$ cat src/clock_control_pkg.sv
package clock_control_pkg;
	// ************************************************************
	// Timing
	// ************************************************************
	localparam int CLK_PERIOD_NS = 4;
	localparam int RESET_PULSE_NS = 64; // Width of the driven reset pulse
	localparam int RESET_PULSE_CYC = (RESET_PULSE_NS + CLK_PERIOD_NS - 1) / CLK_PERIOD_NS;
	localparam int OSC_BUS_DIV = 2;
	localparam int VCO_FREE_DIV = 4;
	// ************************************************************
	// Register indices (byte address is four times the index)
	// ************************************************************
	localparam logic [9:0] IDX_SYNTH = 10'h034;
	localparam logic [9:0] IDX_REFDIV = 10'h035;
	localparam logic [9:0] IDX_POSTDIV = 10'h036;
	localparam logic [9:0] IDX_FLAGS = 10'h037;
	localparam logic [9:0] IDX_INT_EN = 10'h038;
	localparam logic [9:0] IDX_CLKS = 10'h039;
	localparam logic [9:0] IDX_PLLMOD = 10'h03a;
	localparam logic [9:0] IDX_RTI = 10'h03b;
	localparam logic [9:0] IDX_COP = 10'h03c;
	localparam logic [9:0] IDX_TEST0 = 10'h03d;
	localparam logic [9:0] IDX_TEST1 = 10'h03e;
	localparam logic [9:0] IDX_SERVICE = 10'h03f;
	localparam logic [9:0] IDX_OSC2 = 10'h040;
	localparam logic [9:0] IDX_IRQ_STATUS = 10'h041;
	localparam logic [9:0] IDX_IRQ_CLEAR = 10'h042;
	localparam logic [9:0] IDX_IRQ_ENABLE = 10'h043;
	localparam logic [9:0] IDX_HTCTL = 10'h2f0;
	localparam logic [9:0] IDX_LVCTL = 10'h2f1;
	localparam logic [9:0] IDX_APICTL = 10'h2f2;
	// ************************************************************
	// Field positions
	// ************************************************************
	localparam int FLG_LOCKIF = 4;
	localparam int FLG_LOCK = 3;
	localparam int FLG_OSCIF = 1;
	localparam int FLG_OSCILLATOR_OK_STATUS = 0;
	localparam int INT_LOCKIE = 4;
	localparam int INT_OSCIE = 1;
	localparam int CLKS_BUS_CLOCK_FROM_PLL_SELECT = 7;
	localparam int CLKS_COPSEL1 = 4;
	localparam int CLKS_RTISEL = 1;
	localparam int CLKS_COPSEL0 = 0;
	localparam int OSC2_OSCILLATOR_ENABLE_BIT = 7;
	localparam int OSC2_OSC_MONITOR_RESET_ENABLE = 1;
	localparam int IRQ_LOCK_CHG = 0;
	localparam int IRQ_OSC_CHG = 1;
	localparam int IRQ_FALLBACK = 2;
	localparam int IRQ_W = 3;
	// ************************************************************
	// Write masks and reset values
	// ************************************************************
	localparam logic [7:0] MASK_REFDIV = 8'hcf;
	localparam logic [7:0] MASK_POSTDIV = 8'h1f;
	localparam logic [7:0] MASK_FLAGS_W1C = 8'hf6;
	localparam logic [7:0] MASK_INT_EN = 8'h92;
	localparam logic [7:0] MASK_PLLMOD = 8'h30;
	localparam logic [7:0] MASK_COP = 8'hc7;
	localparam logic [7:0] MASK_OSC2 = 8'h82;
	localparam logic [7:0] MASK_HTCTL = 8'h2e;
	localparam logic [7:0] MASK_LVCTL = 8'h02;
	localparam logic [7:0] MASK_APICTL = 8'h9e;
	localparam logic [7:0] RESET_CLKS = 8'h80;
	localparam logic [7:0] RESET_ZERO = 8'h00;
	// ************************************************************
	// Types
	// ************************************************************
	typedef enum logic [1:0] {
		SRC_PLL = 2'b00,
		SRC_OSC = 2'b01,
		SW_TO_OSC = 2'b10,
		SW_TO_PLL = 2'b11
	} clk_state_t;
	typedef struct packed {
		logic crystal_input; // One pulse per crystal input period
		logic vco; // One pulse per VCO period
		logic irc; // Internal reference generator
		logic rc; // RC oscillator
	} src_ticks_t;
	typedef struct packed {
		logic bus;
		logic pll_ref;
		logic pll_out;
		logic loop_ctrl_osc;
		logic watchdog;
		logic real_time_interrupt;
	} clk_en_t;
endpackage

$ cat src/tick_divider.sv
`timescale 1ns/1ns
module tick_divider #(
	parameter int DIV = 2
) (
	input wire logic pclk,
	input wire logic presetn,
	input wire logic tick_in,
	output logic tick_out
);
	localparam int W = (DIV > 2) ? $clog2(DIV) : 1;
	localparam logic [W-1:0] LAST = W'(DIV - 1);
	// Whole state of the divider
	typedef struct packed {
		logic [W-1:0] cnt;
		logic out;
	} div_state_t;
	div_state_t s;
	div_state_t next_s;
	// ************************************************************
	// Count input pulses, emit every DIV-th
	// ************************************************************
	always_comb begin
		next_s = s;
		next_s.out = 1'b0;
		if (tick_in) begin
			if (s.cnt == LAST) begin
				next_s.cnt = '0;
				next_s.out = 1'b1;
			end else begin
				next_s.cnt = s.cnt + 1'b1;
			end
		end
	end
	// State register
	always_ff @(posedge pclk or negedge presetn) begin
		if (!presetn) begin
			s <= '0;
		end else begin
			s <= next_s;
		end
	end
	assign tick_out = s.out;
	// Output pulse only follows an input pulse at the wrap
	property p_out_from_tick;
		@(posedge pclk) disable iff (!presetn) tick_out |-> $past(tick_in) && (s.cnt == '0);
	endproperty
	a_out_from_tick: assert property (p_out_from_tick) else $error("divider pulse without input");
endmodule // tick_divider

$ cat src/reset_pin_ctrl.sv
`timescale 1ns/1ns
module reset_pin_ctrl
	import clock_control_pkg::*;
(
	input wire logic pclk,
	input wire logic presetn,
	input wire logic reset_pin_in,
	input wire logic internal_req,
	output logic reset_pin_out,
	output logic reset_pin_oe_n,
	output logic ext_reset_seen
);
	localparam logic [7:0] PULSE_LAST = 8'(RESET_PULSE_CYC - 1);
	// Whole state of the pin driver
	typedef struct packed {
		logic [7:0] cnt;
		logic drive;
		logic seen;
	} pin_state_t;
	pin_state_t s;
	pin_state_t next_s;
	// ************************************************************
	// Stretch an internal request into a fixed low pulse
	// ************************************************************
	always_comb begin
		next_s = s;
		if (internal_req) begin
			next_s.drive = 1'b1;
			next_s.cnt = '0;
		end else if (s.drive) begin
			if (s.cnt == PULSE_LAST) begin
				next_s.drive = 1'b0;
			end else begin
				next_s.cnt = s.cnt + 8'h01;
			end
		end
		// Our own drive is not an outside reset
		next_s.seen = !reset_pin_in && !s.drive;
	end
	// State register
	always_ff @(posedge pclk or negedge presetn) begin
		if (!presetn) begin
			s <= '0;
		end else begin
			s <= next_s;
		end
	end
	assign reset_pin_out = 1'b0;
	assign reset_pin_oe_n = !s.drive;
	assign ext_reset_seen = s.seen;
	// Request drives the pin low from the next cycle
	property p_drive_on_req;
		@(posedge pclk) disable iff (!presetn) internal_req |=> !reset_pin_oe_n;
	endproperty
	a_drive_on_req: assert property (p_drive_on_req) else $error("reset pin not driven");
endmodule // reset_pin_ctrl

$ cat src/pll_bypass_clock_control.sv
// Design decision made here: the APB register port.
`timescale 1ns/1ns
module pll_bypass_clock_control
	import clock_control_pkg::*;
(
	input wire logic pclk,
	input wire logic presetn,
	input wire logic psel,
	input wire logic penable,
	input wire logic pwrite,
	input wire logic [11:0] paddr,
	input wire logic [31:0] pwdata,
	output logic [31:0] prdata,
	output logic pready,
	output logic pslverr,
	input wire src_ticks_t src,
	input wire logic pll_lock_in,
	input wire logic osc_ok_in,
	input wire logic reset_pin_in,
	output logic reset_pin_out,
	output logic reset_pin_oe_n,
	output logic ext_reset_seen,
	output clk_en_t clk_en,
	output logic irq
);
	// ************************************************************
	// State
	// ************************************************************
	typedef struct packed {
		logic [7:0] synth;
		logic [7:0] refdiv;
		logic [7:0] postdiv;
		logic [7:0] flags; // Sticky flag bits only
		logic [7:0] int_en;
		logic [7:0] clks;
		logic [7:0] pllmod;
		logic [7:0] real_time_interrupt;
		logic [7:0] watchdog_counter;
		logic [7:0] osc2;
		logic [7:0] ht;
		logic [7:0] lv;
		logic [7:0] api;
		logic [IRQ_W-1:0] irq_status;
		logic [IRQ_W-1:0] irq_enable;
		logic lock_q; // Registered lock status
		logic osc_ok_q; // Registered oscillator status
		clk_state_t mode;
		logic pready;
		logic pslverr;
		logic [7:0] prdata;
		clk_en_t en;
		logic irq;
		logic mon_req;
	} top_state_t;
	top_state_t s;
	top_state_t next_s;
	logic osc_clk; // Gated crystal input pulses
	logic osc_half; // Oscillator over two
	logic vco_quarter; // Free VCO over four
	logic pll_tick; // PLL output pulse
	logic osc_ok_now; // Oscillator status this cycle
	logic osc_loss; // Oscillator status falling
	logic [9:0] idx;
	logic wr;
	logic [7:0] wd;
	// ************************************************************
	// Dividers and reset pin
	// ************************************************************
	tick_divider #(.DIV(OSC_BUS_DIV)) u_osc_div (
		.pclk(pclk),
		.presetn(presetn),
		.tick_in(osc_clk),
		.tick_out(osc_half)
	);
	tick_divider #(.DIV(VCO_FREE_DIV)) u_vco_div (
		.pclk(pclk),
		.presetn(presetn),
		.tick_in(src.vco),
		.tick_out(vco_quarter)
	);
	reset_pin_ctrl u_reset_pin (
		.pclk(pclk),
		.presetn(presetn),
		.reset_pin_in(reset_pin_in),
		.internal_req(s.mon_req),
		.reset_pin_out(reset_pin_out),
		.reset_pin_oe_n(reset_pin_oe_n),
		.ext_reset_seen(ext_reset_seen)
	);
	// ************************************************************
	// Clock source helpers
	// ************************************************************
	// Three-way pick of a slow tick source
	function automatic logic pick_src(input logic sel1, input logic sel0, input logic osc, input src_ticks_t t);
		pick_src = sel1 ? t.rc : (sel0 ? osc : t.irc);
	endfunction
	// Crystal pulses only count while the oscillator is enabled
	assign osc_clk = src.crystal_input && s.osc2[OSC2_OSCILLATOR_ENABLE_BIT];
	// Until lock returns the PLL runs from the free VCO over four
	assign pll_tick = s.lock_q ? src.vco : vco_quarter;
	// Oscillator status needs lock as well
	assign osc_ok_now = osc_ok_in && pll_lock_in && s.osc2[OSC2_OSCILLATOR_ENABLE_BIT];
	assign osc_loss = s.osc_ok_q && !osc_ok_now;
	assign idx = paddr[11:2];
	assign wr = psel && penable && s.pready && pwrite;
	assign wd = pwdata[7:0];
	// ************************************************************
	// Next state
	// ************************************************************
	always_comb begin
		next_s = s;
		// Status sampling
		next_s.lock_q = pll_lock_in;
		next_s.osc_ok_q = osc_ok_now;
		// Register writes, taken at the completing edge
		if (wr) begin
			unique case (idx)
				IDX_SYNTH: next_s.synth = wd;
				IDX_REFDIV: next_s.refdiv = wd & MASK_REFDIV;
				IDX_POSTDIV: next_s.postdiv = wd & MASK_POSTDIV;
				IDX_FLAGS: next_s.flags = s.flags & ~(wd & MASK_FLAGS_W1C);
				IDX_INT_EN: next_s.int_en = wd & MASK_INT_EN;
				IDX_CLKS: next_s.clks = wd;
				IDX_PLLMOD: next_s.pllmod = wd & MASK_PLLMOD;
				IDX_RTI: next_s.real_time_interrupt = wd;
				IDX_COP: next_s.watchdog_counter = wd & MASK_COP;
				IDX_OSC2: next_s.osc2 = wd & MASK_OSC2;
				IDX_IRQ_CLEAR: next_s.irq_status = s.irq_status & ~wd[IRQ_W-1:0];
				IDX_IRQ_ENABLE: next_s.irq_enable = wd[IRQ_W-1:0];
				IDX_HTCTL: next_s.ht = wd & MASK_HTCTL;
				IDX_LVCTL: next_s.lv = wd & MASK_LVCTL;
				IDX_APICTL: next_s.api = wd & MASK_APICTL;
				default: begin
				end
			endcase
		end
		// Flag sets beat a clear in the same cycle
		if (s.lock_q != pll_lock_in) begin
			next_s.flags[FLG_LOCKIF] = 1'b1;
			next_s.irq_status[IRQ_LOCK_CHG] = 1'b1;
		end
		if (s.osc_ok_q != osc_ok_now) begin
			next_s.flags[FLG_OSCIF] = 1'b1;
			next_s.irq_status[IRQ_OSC_CHG] = 1'b1;
		end
		// Oscillator loss forces the PLL back, even over a write of zero
		if (osc_loss) begin
			next_s.clks[CLKS_BUS_CLOCK_FROM_PLL_SELECT] = 1'b1;
			if (s.mode != SRC_PLL) begin
				next_s.irq_status[IRQ_FALLBACK] = 1'b1;
			end
		end
		// Monitor reset, only when software armed it
		next_s.mon_req = osc_loss && s.osc2[OSC2_OSC_MONITOR_RESET_ENABLE] && (s.mode != SRC_PLL);
		// Bus clock source sequencing; each hand-over waits for a fresh
		// pulse of the new source so no pulse comes early
		next_s.en.bus = 1'b0;
		unique case (s.mode)
			SRC_PLL: begin
				next_s.en.bus = pll_tick;
				// Switch only once the oscillator is reported good
				if (!s.clks[CLKS_BUS_CLOCK_FROM_PLL_SELECT] && s.osc_ok_q) begin
					next_s.mode = SW_TO_OSC;
				end
			end
			SW_TO_OSC: begin
				if (s.clks[CLKS_BUS_CLOCK_FROM_PLL_SELECT]) begin
					next_s.mode = SW_TO_PLL;
				end else if (osc_half) begin
					next_s.mode = SRC_OSC;
				end
			end
			SRC_OSC: begin
				next_s.en.bus = osc_half;
				if (s.clks[CLKS_BUS_CLOCK_FROM_PLL_SELECT]) begin
					next_s.mode = SW_TO_PLL;
				end
			end
			SW_TO_PLL: begin
				if (pll_tick) begin
					next_s.mode = SRC_PLL;
				end
			end
		endcase
		// Remaining clock enables
		next_s.en.pll_ref = (s.mode == SRC_OSC) ? osc_clk : src.irc;
		next_s.en.pll_out = pll_tick;
		next_s.en.loop_ctrl_osc = osc_clk;
		next_s.en.watchdog = pick_src(s.clks[CLKS_COPSEL1], s.clks[CLKS_COPSEL0], osc_clk, src);
		next_s.en.real_time_interrupt = pick_src(s.clks[CLKS_COPSEL1], s.clks[CLKS_RTISEL], osc_clk, src);
		// Interrupt level
		next_s.irq = (|(s.irq_status & s.irq_enable))
			|| (s.flags[FLG_LOCKIF] && s.int_en[INT_LOCKIE])
			|| (s.flags[FLG_OSCIF] && s.int_en[INT_OSCIE]);
		// APB answer one cycle into the access phase
		next_s.pready = psel && penable && !s.pready;
		next_s.pslverr = 1'b0; // Error stands only with ready
		if (psel && penable && !s.pready) begin
			next_s.pslverr = 1'b0;
			unique case (idx)
				IDX_SYNTH: next_s.prdata = s.synth;
				IDX_REFDIV: next_s.prdata = s.refdiv;
				IDX_POSTDIV: next_s.prdata = s.postdiv;
				IDX_FLAGS: next_s.prdata = {s.flags[7:4], s.lock_q, s.flags[2:1], s.osc_ok_q};
				IDX_INT_EN: next_s.prdata = s.int_en;
				IDX_CLKS: next_s.prdata = s.clks;
				IDX_PLLMOD: next_s.prdata = s.pllmod;
				IDX_RTI: next_s.prdata = s.real_time_interrupt;
				IDX_COP: next_s.prdata = s.watchdog_counter;
				IDX_OSC2: next_s.prdata = s.osc2;
				IDX_IRQ_STATUS: next_s.prdata = {5'h00, s.irq_status};
				IDX_IRQ_ENABLE: next_s.prdata = {5'h00, s.irq_enable};
				IDX_HTCTL: next_s.prdata = s.ht;
				IDX_LVCTL: next_s.prdata = s.lv;
				IDX_APICTL: next_s.prdata = s.api;
				// Reserved and write-only words read zero
				IDX_TEST0, IDX_TEST1, IDX_SERVICE, IDX_IRQ_CLEAR: next_s.prdata = 8'h00;
				default: begin
					next_s.prdata = 8'h00;
					next_s.pslverr = 1'b1;
				end
			endcase
		end
	end
	// ************************************************************
	// State register
	// ************************************************************
	always_ff @(posedge pclk or negedge presetn) begin
		if (!presetn) begin
			s <= '0;
			s.clks <= RESET_CLKS;
			s.mode <= SRC_PLL;
		end else begin
			s <= next_s;
		end
	end
	// Outputs straight from the state register
	assign prdata = {24'h000000, s.prdata};
	assign pready = s.pready;
	assign pslverr = s.pslverr;
	assign clk_en = s.en;
	assign irq = s.irq;
	// ************************************************************
	// Checks
	// ************************************************************

	// Oscillator mode bus rate
	property p_bus_half_osc;
		@(posedge pclk) disable iff (!presetn) (s.mode == SRC_OSC) |=> (s.en.bus == $past(osc_half));
	endproperty
	a_bus_half_osc: assert property (p_bus_half_osc) else $error("bus tick not oscillator half");

	// Reference source in oscillator mode
	property p_ref_from_osc;
		@(posedge pclk) disable iff (!presetn) (s.mode == SRC_OSC) |=> (s.en.pll_ref == $past(osc_clk));
	endproperty
	a_ref_from_osc: assert property (p_ref_from_osc) else $error("reference not from oscillator");

	// Watchdog on the RC source
	property p_wdog_rc;
		@(posedge pclk) disable iff (!presetn) s.clks[CLKS_COPSEL1] |=> (s.en.watchdog == $past(src.rc));
	endproperty
	a_wdog_rc: assert property (p_wdog_rc) else $error("watchdog source wrong");

	// Periodic tick on the RC source
	property p_rti_rc;
		@(posedge pclk) disable iff (!presetn) s.clks[CLKS_COPSEL1] |=> (s.en.real_time_interrupt == $past(src.rc));
	endproperty
	a_rti_rc: assert property (p_rti_rc) else $error("periodic source wrong");

	// Status cannot outlive lock
	property p_osc_drops_with_lock;
		@(posedge pclk) disable iff (!presetn) !pll_lock_in |=> !s.osc_ok_q;
	endproperty
	a_osc_drops_with_lock: assert property (p_osc_drops_with_lock) else $error("status kept without lock");

	// Loss forces the select
	property p_fallback_sets_sel;
		@(posedge pclk) disable iff (!presetn) osc_loss |=> s.clks[CLKS_BUS_CLOCK_FROM_PLL_SELECT];
	endproperty
	a_fallback_sets_sel: assert property (p_fallback_sets_sel) else $error("select not forced");

	// Loss leaves oscillator mode
	property p_fallback_leaves_osc;
		@(posedge pclk) disable iff (!presetn) (s.mode == SRC_OSC && osc_loss) |-> ##2 (s.mode == SW_TO_PLL);
	endproperty
	a_fallback_leaves_osc: assert property (p_fallback_leaves_osc) else $error("no fallback");

	// Loss outside PLL mode is flagged
	property p_fallback_flag;
		@(posedge pclk) disable iff (!presetn) (osc_loss && s.mode != SRC_PLL) |=> s.irq_status[IRQ_FALLBACK];
	endproperty
	a_fallback_flag: assert property (p_fallback_flag) else $error("fallback not flagged");

	// Armed monitor pulls the pin two cycles after loss
	property p_monitor_drives_pin;
		@(posedge pclk) disable iff (!presetn)
			(osc_loss && s.osc2[OSC2_OSC_MONITOR_RESET_ENABLE] && s.mode != SRC_PLL) |=> ##1 !reset_pin_oe_n;
	endproperty
	a_monitor_drives_pin: assert property (p_monitor_drives_pin) else $error("monitor reset not driven");

	// Unlocked PLL rate
	property p_vco_quarter;
		@(posedge pclk) disable iff (!presetn)
			(!s.lock_q && s.mode == SRC_PLL) |=> (s.en.bus == $past(vco_quarter));
	endproperty
	a_vco_quarter: assert property (p_vco_quarter) else $error("unlocked PLL rate wrong");

	// Locked PLL follows the VCO
	property p_locked_rate;
		@(posedge pclk) disable iff (!presetn) (s.lock_q && s.mode == SRC_PLL) |=> (s.en.bus == $past(src.vco));
	endproperty
	a_locked_rate: assert property (p_locked_rate) else $error("locked PLL rate wrong");

	// No switch without a good oscillator
	property p_switch_needs_ok;
		@(posedge pclk) disable iff (!presetn) (s.mode == SRC_PLL && !s.osc_ok_q) |=> (s.mode == SRC_PLL);
	endproperty
	a_switch_needs_ok: assert property (p_switch_needs_ok) else $error("switch without oscillator");

	// Quiet bus during hand-over
	property p_no_tick_in_switch;
		@(posedge pclk) disable iff (!presetn) (s.mode == SW_TO_OSC || s.mode == SW_TO_PLL) |=> !s.en.bus;
	endproperty
	a_no_tick_in_switch: assert property (p_no_tick_in_switch) else $error("pulse during hand-over");

	// Loop clock gated by enable
	property p_loop_osc_gated;
		@(posedge pclk) disable iff (!presetn) !s.osc2[OSC2_OSCILLATOR_ENABLE_BIT] |=> !s.en.loop_ctrl_osc;
	endproperty
	a_loop_osc_gated: assert property (p_loop_osc_gated) else $error("loop clock while disabled");

	// Status changes set their sticky flags
	property p_lock_flag_set;
		@(posedge pclk) disable iff (!presetn) (s.lock_q != pll_lock_in) |=> s.flags[FLG_LOCKIF];
	endproperty
	a_lock_flag_set: assert property (p_lock_flag_set) else $error("lock change not flagged");

	// Oscillator status change flag
	property p_osc_flag_set;
		@(posedge pclk) disable iff (!presetn) (s.osc_ok_q != osc_ok_now) |=> s.flags[FLG_OSCIF];
	endproperty
	a_osc_flag_set: assert property (p_osc_flag_set) else $error("oscillator change not flagged");

	// Enabled status raises the interrupt
	property p_irq_level;
		@(posedge pclk) disable iff (!presetn) (|(s.irq_status & s.irq_enable)) |=> irq;
	endproperty
	a_irq_level: assert property (p_irq_level) else $error("interrupt not raised");

	// Ready is a single pulse
	property p_ready_pulse;
		@(posedge pclk) disable iff (!presetn) s.pready |=> !s.pready;
	endproperty
	a_ready_pulse: assert property (p_ready_pulse) else $error("ready held too long");

	// Error only shows with ready
	property p_err_with_ready;
		@(posedge pclk) disable iff (!presetn) s.pslverr |-> s.pready;
	endproperty
	a_err_with_ready: assert property (p_err_with_ready) else $error("error without ready");
endmodule // pll_bypass_clock_control

$ cat config.mk
export PLATFORM = sky130hd
export DESIGN_NAME = pll_bypass_clock_control
export DESIGN_NICKNAME = d
export VERILOG_FILES = /design/src/clock_control_pkg.sv /design/src/tick_divider.sv /design/src/reset_pin_ctrl.sv /design/src/pll_bypass_clock_control.sv
export SDC_FILE = /design/constraint.sdc
export NUM_CORES = 1
export LEC_CHECK = 0
export ABC_AREA = 1
export BUFFER_PORTS_ARGS = -buffer_cell sky130_fd_sc_hd__buf_2
export CORE_MARGIN = 2
export CORE_UTILIZATION = 45
export DETAILED_ROUTE_END_ITERATION = 6
export PLACE_DENSITY = 0.67
export RECOVER_POWER = 100
export SYNTH_ARGS = -nofsm -noshare
export SYNTH_HDL_FRONTEND = slang
export SYNTH_SLANG_ARGS = --single-unit
$ cat constraint.sdc
create_clock -name pclk -period 2.1 [get_ports pclk]
set_input_delay 0.21 -clock pclk [delete_from_list [all_inputs] [get_ports pclk]]
set_output_delay 0.21 -clock pclk [all_outputs]
set_load 0.005 [all_outputs]
==> results of run 1 <==
## sequential cells by signal (all words and copies together), names as in the netlist
name                        flops
clk_en                          6
u_vco_div.s                     2
u_vco_div.tick_out              1
irq                             1
u_osc_div.s                     1
pready                          1
u_osc_div.tick_out              1
prdata                          8
s                              74
pslverr                         1
u_reset_pin.ext_reset_seen      1
u_reset_pin.s                   9
## where the power goes
part	internal, mW	switching (mW)	total [mW]
Sequential	2.11	0.0422	2.15
Combinational	0.154	0.298	0.451
Clock	0.925	0.734	1.66
## cells by family (layout without fill, tap and decap cells)
kind of cell    count (synthesis)  after routing  share of synthesized area [%]
compound gates                104            104                           10.3
mux                             1              1                          0.209
buf+inv                       117            142                           11.1
fa+ha+maj                       7              7                           1.62
other cells                     1             25                         0.0695
flops                         106            106                           49.2
simple gates                  338            338                           27.2
xor+xnor                        2              2                          0.325
## layer usage
metal / up-vias / global-route usage (%) / wire length, um
met5: - / 0 / 0
met4: 0 / 6.02 / 243
met3: 14 / 5.31 / 606
met2: 127 / 34.3 / 6090
met1: 2106 / 28.2 / 5880
li1: 2185 / - / -
## worst min-delay path by stage
stage | endpoint | depth (start not counted)
2_1_floorplan | clk_en[0] | 0
3_3_place_gp | u_reset_pin.s[6] | 1
3_5_place_dp | u_reset_pin.s[7] | 1
4_1_cts | s[21] | 1
5_1_grt | s[21] | 1
6_report | s[21] | 1
## timing repair
item | in CTS | in global routing
setup endpoints to repair | 0 | 0
endpoints found under the hold margin | 31 | 0
hold buffers | 2 | 0
## layout by cell type (no fill, tap or decap), types with 9 or more instances in the layout
| cell type | n |
|---|---|
| clkbuf_16 | 9 |
| inv_1 | 68 |
| nor3_1 | 10 |
| buf_2 | 40 |
| conb_1 | 25 |
| nand3_1 | 19 |
| dfrtp_1 | 105 |
| nand4_1 | 12 |
| a21oi_1 | 13 |
| o21ai_0 | 74 |
| nor2_1 | 61 |
| nand2_1 | 214 |
| clkbuf_1 | 12 |
## worst max-delay path, delay by kind of cell
family | cells | cell delay (ns)
buffers and inverters | 3 | 1.85
## cell type report
cell class	count	area [sq um]	area share, %
Multi-Input combinational cell	477	2220	37.7
Clock buffer	13	240	4.08
Sequential cell	106	2650	45.0
Timing Repair Buffer	56	290	4.93
Inverter	70	263	4.46
Clock inverter	3	42.5	0.722
Tap cell	147	184	3.12
## through the flow
stage | cells | area, sq um | util [%]
detailed placement | 854 | 5640 | 47.5
floorplan | 700 | 5490 | -
CTS | 872 | 5940 | 50.1
global placement | 854 | 5640 | 47.5
finish | 872 | 5890 | 49.7
global route | 872 | 5890 | 49.7
==> results.sh, run 1 <==
export IMPL_io_buffers=48
export IMPL_cpMaxStageDelayCell="clkbuf_4"
export IMPL_pre_cts_ws_ns=0.378
export IMPL_vias=4432
export IMPL_drt_wl_total_um=12800
export IMPL_synth_top_area_cell="dfrtp_1"
export IMPL_hold_path_class="input port to flip-flop"
export IMPL_finalPower_mw=4.26
export IMPL_synth_area_sq_um=5400
export IMPL_htree_levels=3
export IMPL_cts_tree="built"
export IMPL_gr_usage_all_layers_pct=21.1
export IMPL_finClkSkew_ns=0.00618
export IMPL_worstRegToRegCells=10
export IMPL_synth_most_common_cell="nand2_1"
export IMPL_nFillCells=1185
export IMPL_p_per_area_nw_per_um2=723
export IMPL_cap_violations=0
export IMPL_ir_drop_uv=357
export IMPL_crit_path_end_kind="asynchronous set/reset pin"
export IMPL_start_util_pct=45.5
export IMPL_synthFlopType="dfrtp_1"
export IMPL_diodes=0
export IMPL_grt_pass1_vias=4196
export IMPL_io_pins=100
export IMPL_drtPass1Iterations=5
export IMPL_ys_seq_area_share_pct=49.2
export IMPL_status="complete, no violations"
export IMPL_synth_commonest_cells="208 x nand2_1, 105 x dfrtp_1, 68 x inv_1"
export IMPL_fp_dieW_um=114
export IMPL_r2r_slack_ns=0.45
export IMPL_min_period_ns=1.66
export IMPL_drv_slew=0
export IMPL_synth_cell_types=39
export IMPL_core_area_sq_um=11900
export IMPL_grt_max_degree=48
export IMPL_synth_ff_latch_count=106
export IMPL_avgSynthCellArea_sq_um=7.99
export IMPL_clock_root_buffer="clkbuf_16"
export IMPL_wl_per_cell_um=14.7
export IMPL_grt_pass1_wl_um=20900
export IMPL_tightest_slew_ns=0.777
export IMPL_crit_required_ns=2.53
export IMPL_crit_fanout=47
export IMPL_die_area_sq_um=12900
export IMPL_crit_start="presetn"
export IMPL_r2r_end="u_reset_pin.s[8]"
export IMPL_drt_iter0_markers=329
export IMPL_ant_nets=0
export IMPL_whs_ns=0.0345
export IMPL_endpoint="s[128]"
export IMPL_rsz0062_at_grt="no"
export IMPL_slowest_delay_ns=0.72
export IMPL_drc=0
export IMPL_min_from="pll_lock_in"
export IMPL_fin_crit_sh_pct=79.1
export IMPL_layout_drive_gt1_share_pct=10.8
export IMPL_clk_pin_slew_ns=0.07
export IMPL_vias_per_cell=5.08
export IMPL_cp_arrival_ns=2.09
export IMPL_clock_path_buffers=2
export IMPL_crit_type="input port to asynchronous set/reset pin"
export IMPL_post_cts_buffers=0
export IMPL_area_growth_pct=9.13
export IMPL_async_reset_ff_share_pct=100
export IMPL_dp_hpwl_um=9550
export IMPL_hold_violations=0
export IMPL_setup_violations=0
export IMPL_cts_sinks=106
export IMPL_reg2reg_from="u_reset_pin.s[2]"
export IMPL_antenna_found_initial=0
export IMPL_crit_chain="dlygate4sd3_1 -> clkbuf_2 -> clkbuf_4"
export IMPL_syn_inst=676
export IMPL_cts_resized=0
export IMPL_synth_edf_count=0
export IMPL_die_h_um=114
export IMPL_synth_top_area_share_pct=48.7
export IMPL_yosysWarnings=0
export IMPL_start_kind="input port"
export IMPL_max_slew_margin_pct=48.2
export IMPL_tns_ns=0
export IMPL_setup_ws_ns=0.439
export IMPL_max_freq_ghz=0.602
export IMPL_clk_latency_ns=0.35
export IMPL_place_congestion=0.963
export IMPL_grt_overflow_total=0
export IMPL_fin_nets=783
export IMPL_p_leak_nw=2.96
export IMPL_num_rows=40
export IMPL_yosys_top_cells_area="dfrtp_1 49%, nand2_1 14%, o21ai_0 5.7%, buf_4 5.4%, inv_1 4.7%"
export IMPL_cts_buffers=9
No activity file was read; power rests on OpenSTA's default activity.
==> run 2: changes to the inputs <==
--- a/config.mk
+++ b/config.mk
@@ -10,7 +10,7 @@
 export CORE_MARGIN = 2
 export CORE_UTILIZATION = 45
 export DETAILED_ROUTE_END_ITERATION = 6
-export PLACE_DENSITY = 0.67
+export PLACE_DENSITY = 0.69
 export RECOVER_POWER = 100
 export SYNTH_ARGS = -nofsm -noshare
 export SYNTH_HDL_FRONTEND = slang
==> constraint.sdc (replaced) <==
create_clock -name pclk -period 1.4 [get_ports pclk]
set_input_delay 0.14 -clock pclk [delete_from_list [all_inputs] [get_ports pclk]]
set_output_delay 0.14 -clock pclk [all_outputs]
set_load 0.005 [all_outputs]
==> run 2 against run 1 <==
Compared with the run above:
- the run now ends with negative setup slack left
- design area up 11%
- first-iteration DRC count increased by 49%
- cell count increased by 6.8%
- utilization up 5.4 points
- global-route usage is 1.5 points higher
- register-to-register slack got worse by 0.49 ns
- routed wire length grew 11%
- die area stayed put
- sequential share of layout area fell by 4.4 points
- total power increased by 64%
- sequential power is 50% higher
- critical path depth increased by 3
==> results.sh, run 2 (synthesis gave the netlist of run 1 again) <==
export IMPL_status="finished with violations"
export IMPL_violations="negative setup slack"
export IMPL_drc=0
export IMPL_core_area_sq_um=11900
export IMPL_cts_tree="built"
export IMPL_fp_dieW_um=114
export IMPL_clock_root_buffer="clkbuf_16"
export IMPL_drt_wl_total_um=14200
export IMPL_die_area_sq_um=12900
export IMPL_drtPass1Iterations=7
export IMPL_met3_usage_pct=4.89
export IMPL_ant_nets=0
export IMPL_hold_path_class="input port to flip-flop"
export IMPL_fin_cells=931
export IMPL_diodes=0
export IMPL_setup_violations=6
export IMPL_start_kind="flip-flop"
export IMPL_clock_path_buffers=2
export IMPL_tns_ns=-0.161
export IMPL_crit_type="flip-flop to flip-flop"
export IMPL_crit_fanout=3
export IMPL_max_freq_ghz=0.694
export IMPL_start_util_pct=45.5
export IMPL_drt_iter0_markers=491
export IMPL_grt_pass1_wl_um=22600
export IMPL_grt_overflow_total=0
export IMPL_gr_usage_all_layers_pct=22.6
export IMPL_cap_violations=0
export IMPL_fin_nets=842
export IMPL_finClkSkew_ns=0.00677
export IMPL_min_from="src[2]"
export IMPL_final_area_sq_um=6530
export IMPL_tightest_slew_ns=0.567
export IMPL_vias=4756
export IMPL_p_leak_nw=3.33
export IMPL_crit_required_ns=1.68
export IMPL_p_per_area_nw_per_um2=1070
export IMPL_htree_levels=3
export IMPL_antenna_found_initial=0
export IMPL_cp_arrival_ns=1.73
export IMPL_vias_per_cell=5.11
export IMPL_clk_pin_slew_ns=0.07
export IMPL_crit_path_end_kind="flip-flop"
export IMPL_busiest_layer="met2"
export IMPL_max_slew_margin_pct=62.2
export IMPL_r2r_slack_ns=-0.04
export IMPL_die_h_um=114
export IMPL_r2r_end="u_reset_pin.s[9]"
export IMPL_setup_ws_ns=-0.0415
export IMPL_hold_depth=2
export IMPL_num_rows=40
export IMPL_area_growth_pct=21.0
export IMPL_grt_pass1_vias=4548
export IMPL_io_buffers=48
export IMPL_grt_max_degree=39
export IMPL_wl_per_cell_um=15.2
export IMPL_layout_common_cells="201 x nand2_1, 105 x dfrtp_1, 66 x inv_1"
export IMPL_dp_hpwl_um=10300
export IMPL_reg2reg_from="u_reset_pin.s[2]"
export IMPL_largest_reg_flops=74
export IMPL_io_pins=100
export IMPL_placed_area_sq_um=6040
export IMPL_place_congestion=1.00
export IMPL_grt_use_met2_pct=36.3
export IMPL_use_met1_pct=29.6
export IMPL_drv_slew=0
export IMPL_ir_drop_uv=506
export IMPL_cts_buffers=9
export IMPL_hold_path_endpoint="u_vco_div.s[1]"
export IMPL_regMostFlops="s"
export IMPL_worstRegToRegCells=6
export IMPL_final_common_cell="nand2_1"
export IMPL_clk_latency_ns=0.35
export IMPL_placed_cells=904
export IMPL_hold_violations=0
export IMPL_whs_ns=0.0149
export IMPL_cts_sinks=106
export IMPL_fin_crit_sh_pct=103
export IMPL_layout_drive_gt1_share_pct=20.9
export IMPL_min_period_ns=1.44
export IMPL_rsz0062_at_grt="yes"
run 2: area by class of cell:
| type | instances | area [sq um] |
|---|---|---|
| clock buffers | 10 | 239 |
| clock inverters | 6 | 96.3 |
| fillers | 1058 | 5330 |
| inverters | 70 | 263 |
| multi-input cells | 477 | 2360 |
| flip-flops and latches | 106 | 2650 |
| well taps | 147 | 184 |
| repair buffers | 115 | 736 |
run 2: metrics by stage:
| step | power, mW | setup slack (ns) | utilization (%) |
|---|---|---|---|
| finish | 7.00 | -0.0415 | 55.1 |
| global route | 7.28 | -0.150 | 55.1 |
| CTS | 6.89 | -0.00568 | 54.4 |
| detailed placement | 4.03 | -0.187 | 50.9 |
| global placement | 3.95 | -0.157 | 50.9 |
| floorplan | 3.75 | -0.00837 | - |
run 2: timing repair:
item | in CTS | in global routing
buffers inserted | 1 | 6
pin swaps | 2 | 11
hold buffers | 4 | 0
setup endpoints to repair | 7 | 48
gates cloned | 0 | 0
gates resized for setup | 10 | 32
hold endpoints to repair | 36 | 0
run 2: metal layers:
metal  vias to the layer above  share of wire (%)
met4                         0                3.3
li1                       2302                  -
met2                       189                 48
met5                         -                  0
met1                      2237                 43
met3                        28                6.2
run 2: worst max-delay path by stage:
stage / start / end / cells after the start
2_1_floorplan: u_reset_pin.s[2] / u_reset_pin.s[8] / 9
3_3_place_gp: paddr[9] / prdata[0] / 11
4_1_cts: u_reset_pin.s[2] / u_reset_pin.s[8] / 9
6_report: u_reset_pin.s[2] / u_reset_pin.s[9] / 6
3_5_place_dp: paddr[9] / prdata[0] / 11
5_1_grt: u_reset_pin.s[2] / u_reset_pin.s[9] / 6
run 2: report_power, final:
part           internal (mW)  switching [mW]  total (mW)  leakage, nW
sequential              3.16          0.0665        3.23         1.44
combinational          0.384           0.547       0.931         1.73
clock                   1.64            1.21        2.84        0.161
total                   5.18            1.82        7.00         3.33
run 2: worst max-delay path: stages, from the launching register on:
cell and delay (ns):
dfrtp_1 0.40, buf_4 0.13, buf_4 0.10, nand3_1 0.13, nor4_1 0.28, xor2_1 0.20
o2bb2ai_1 0.13
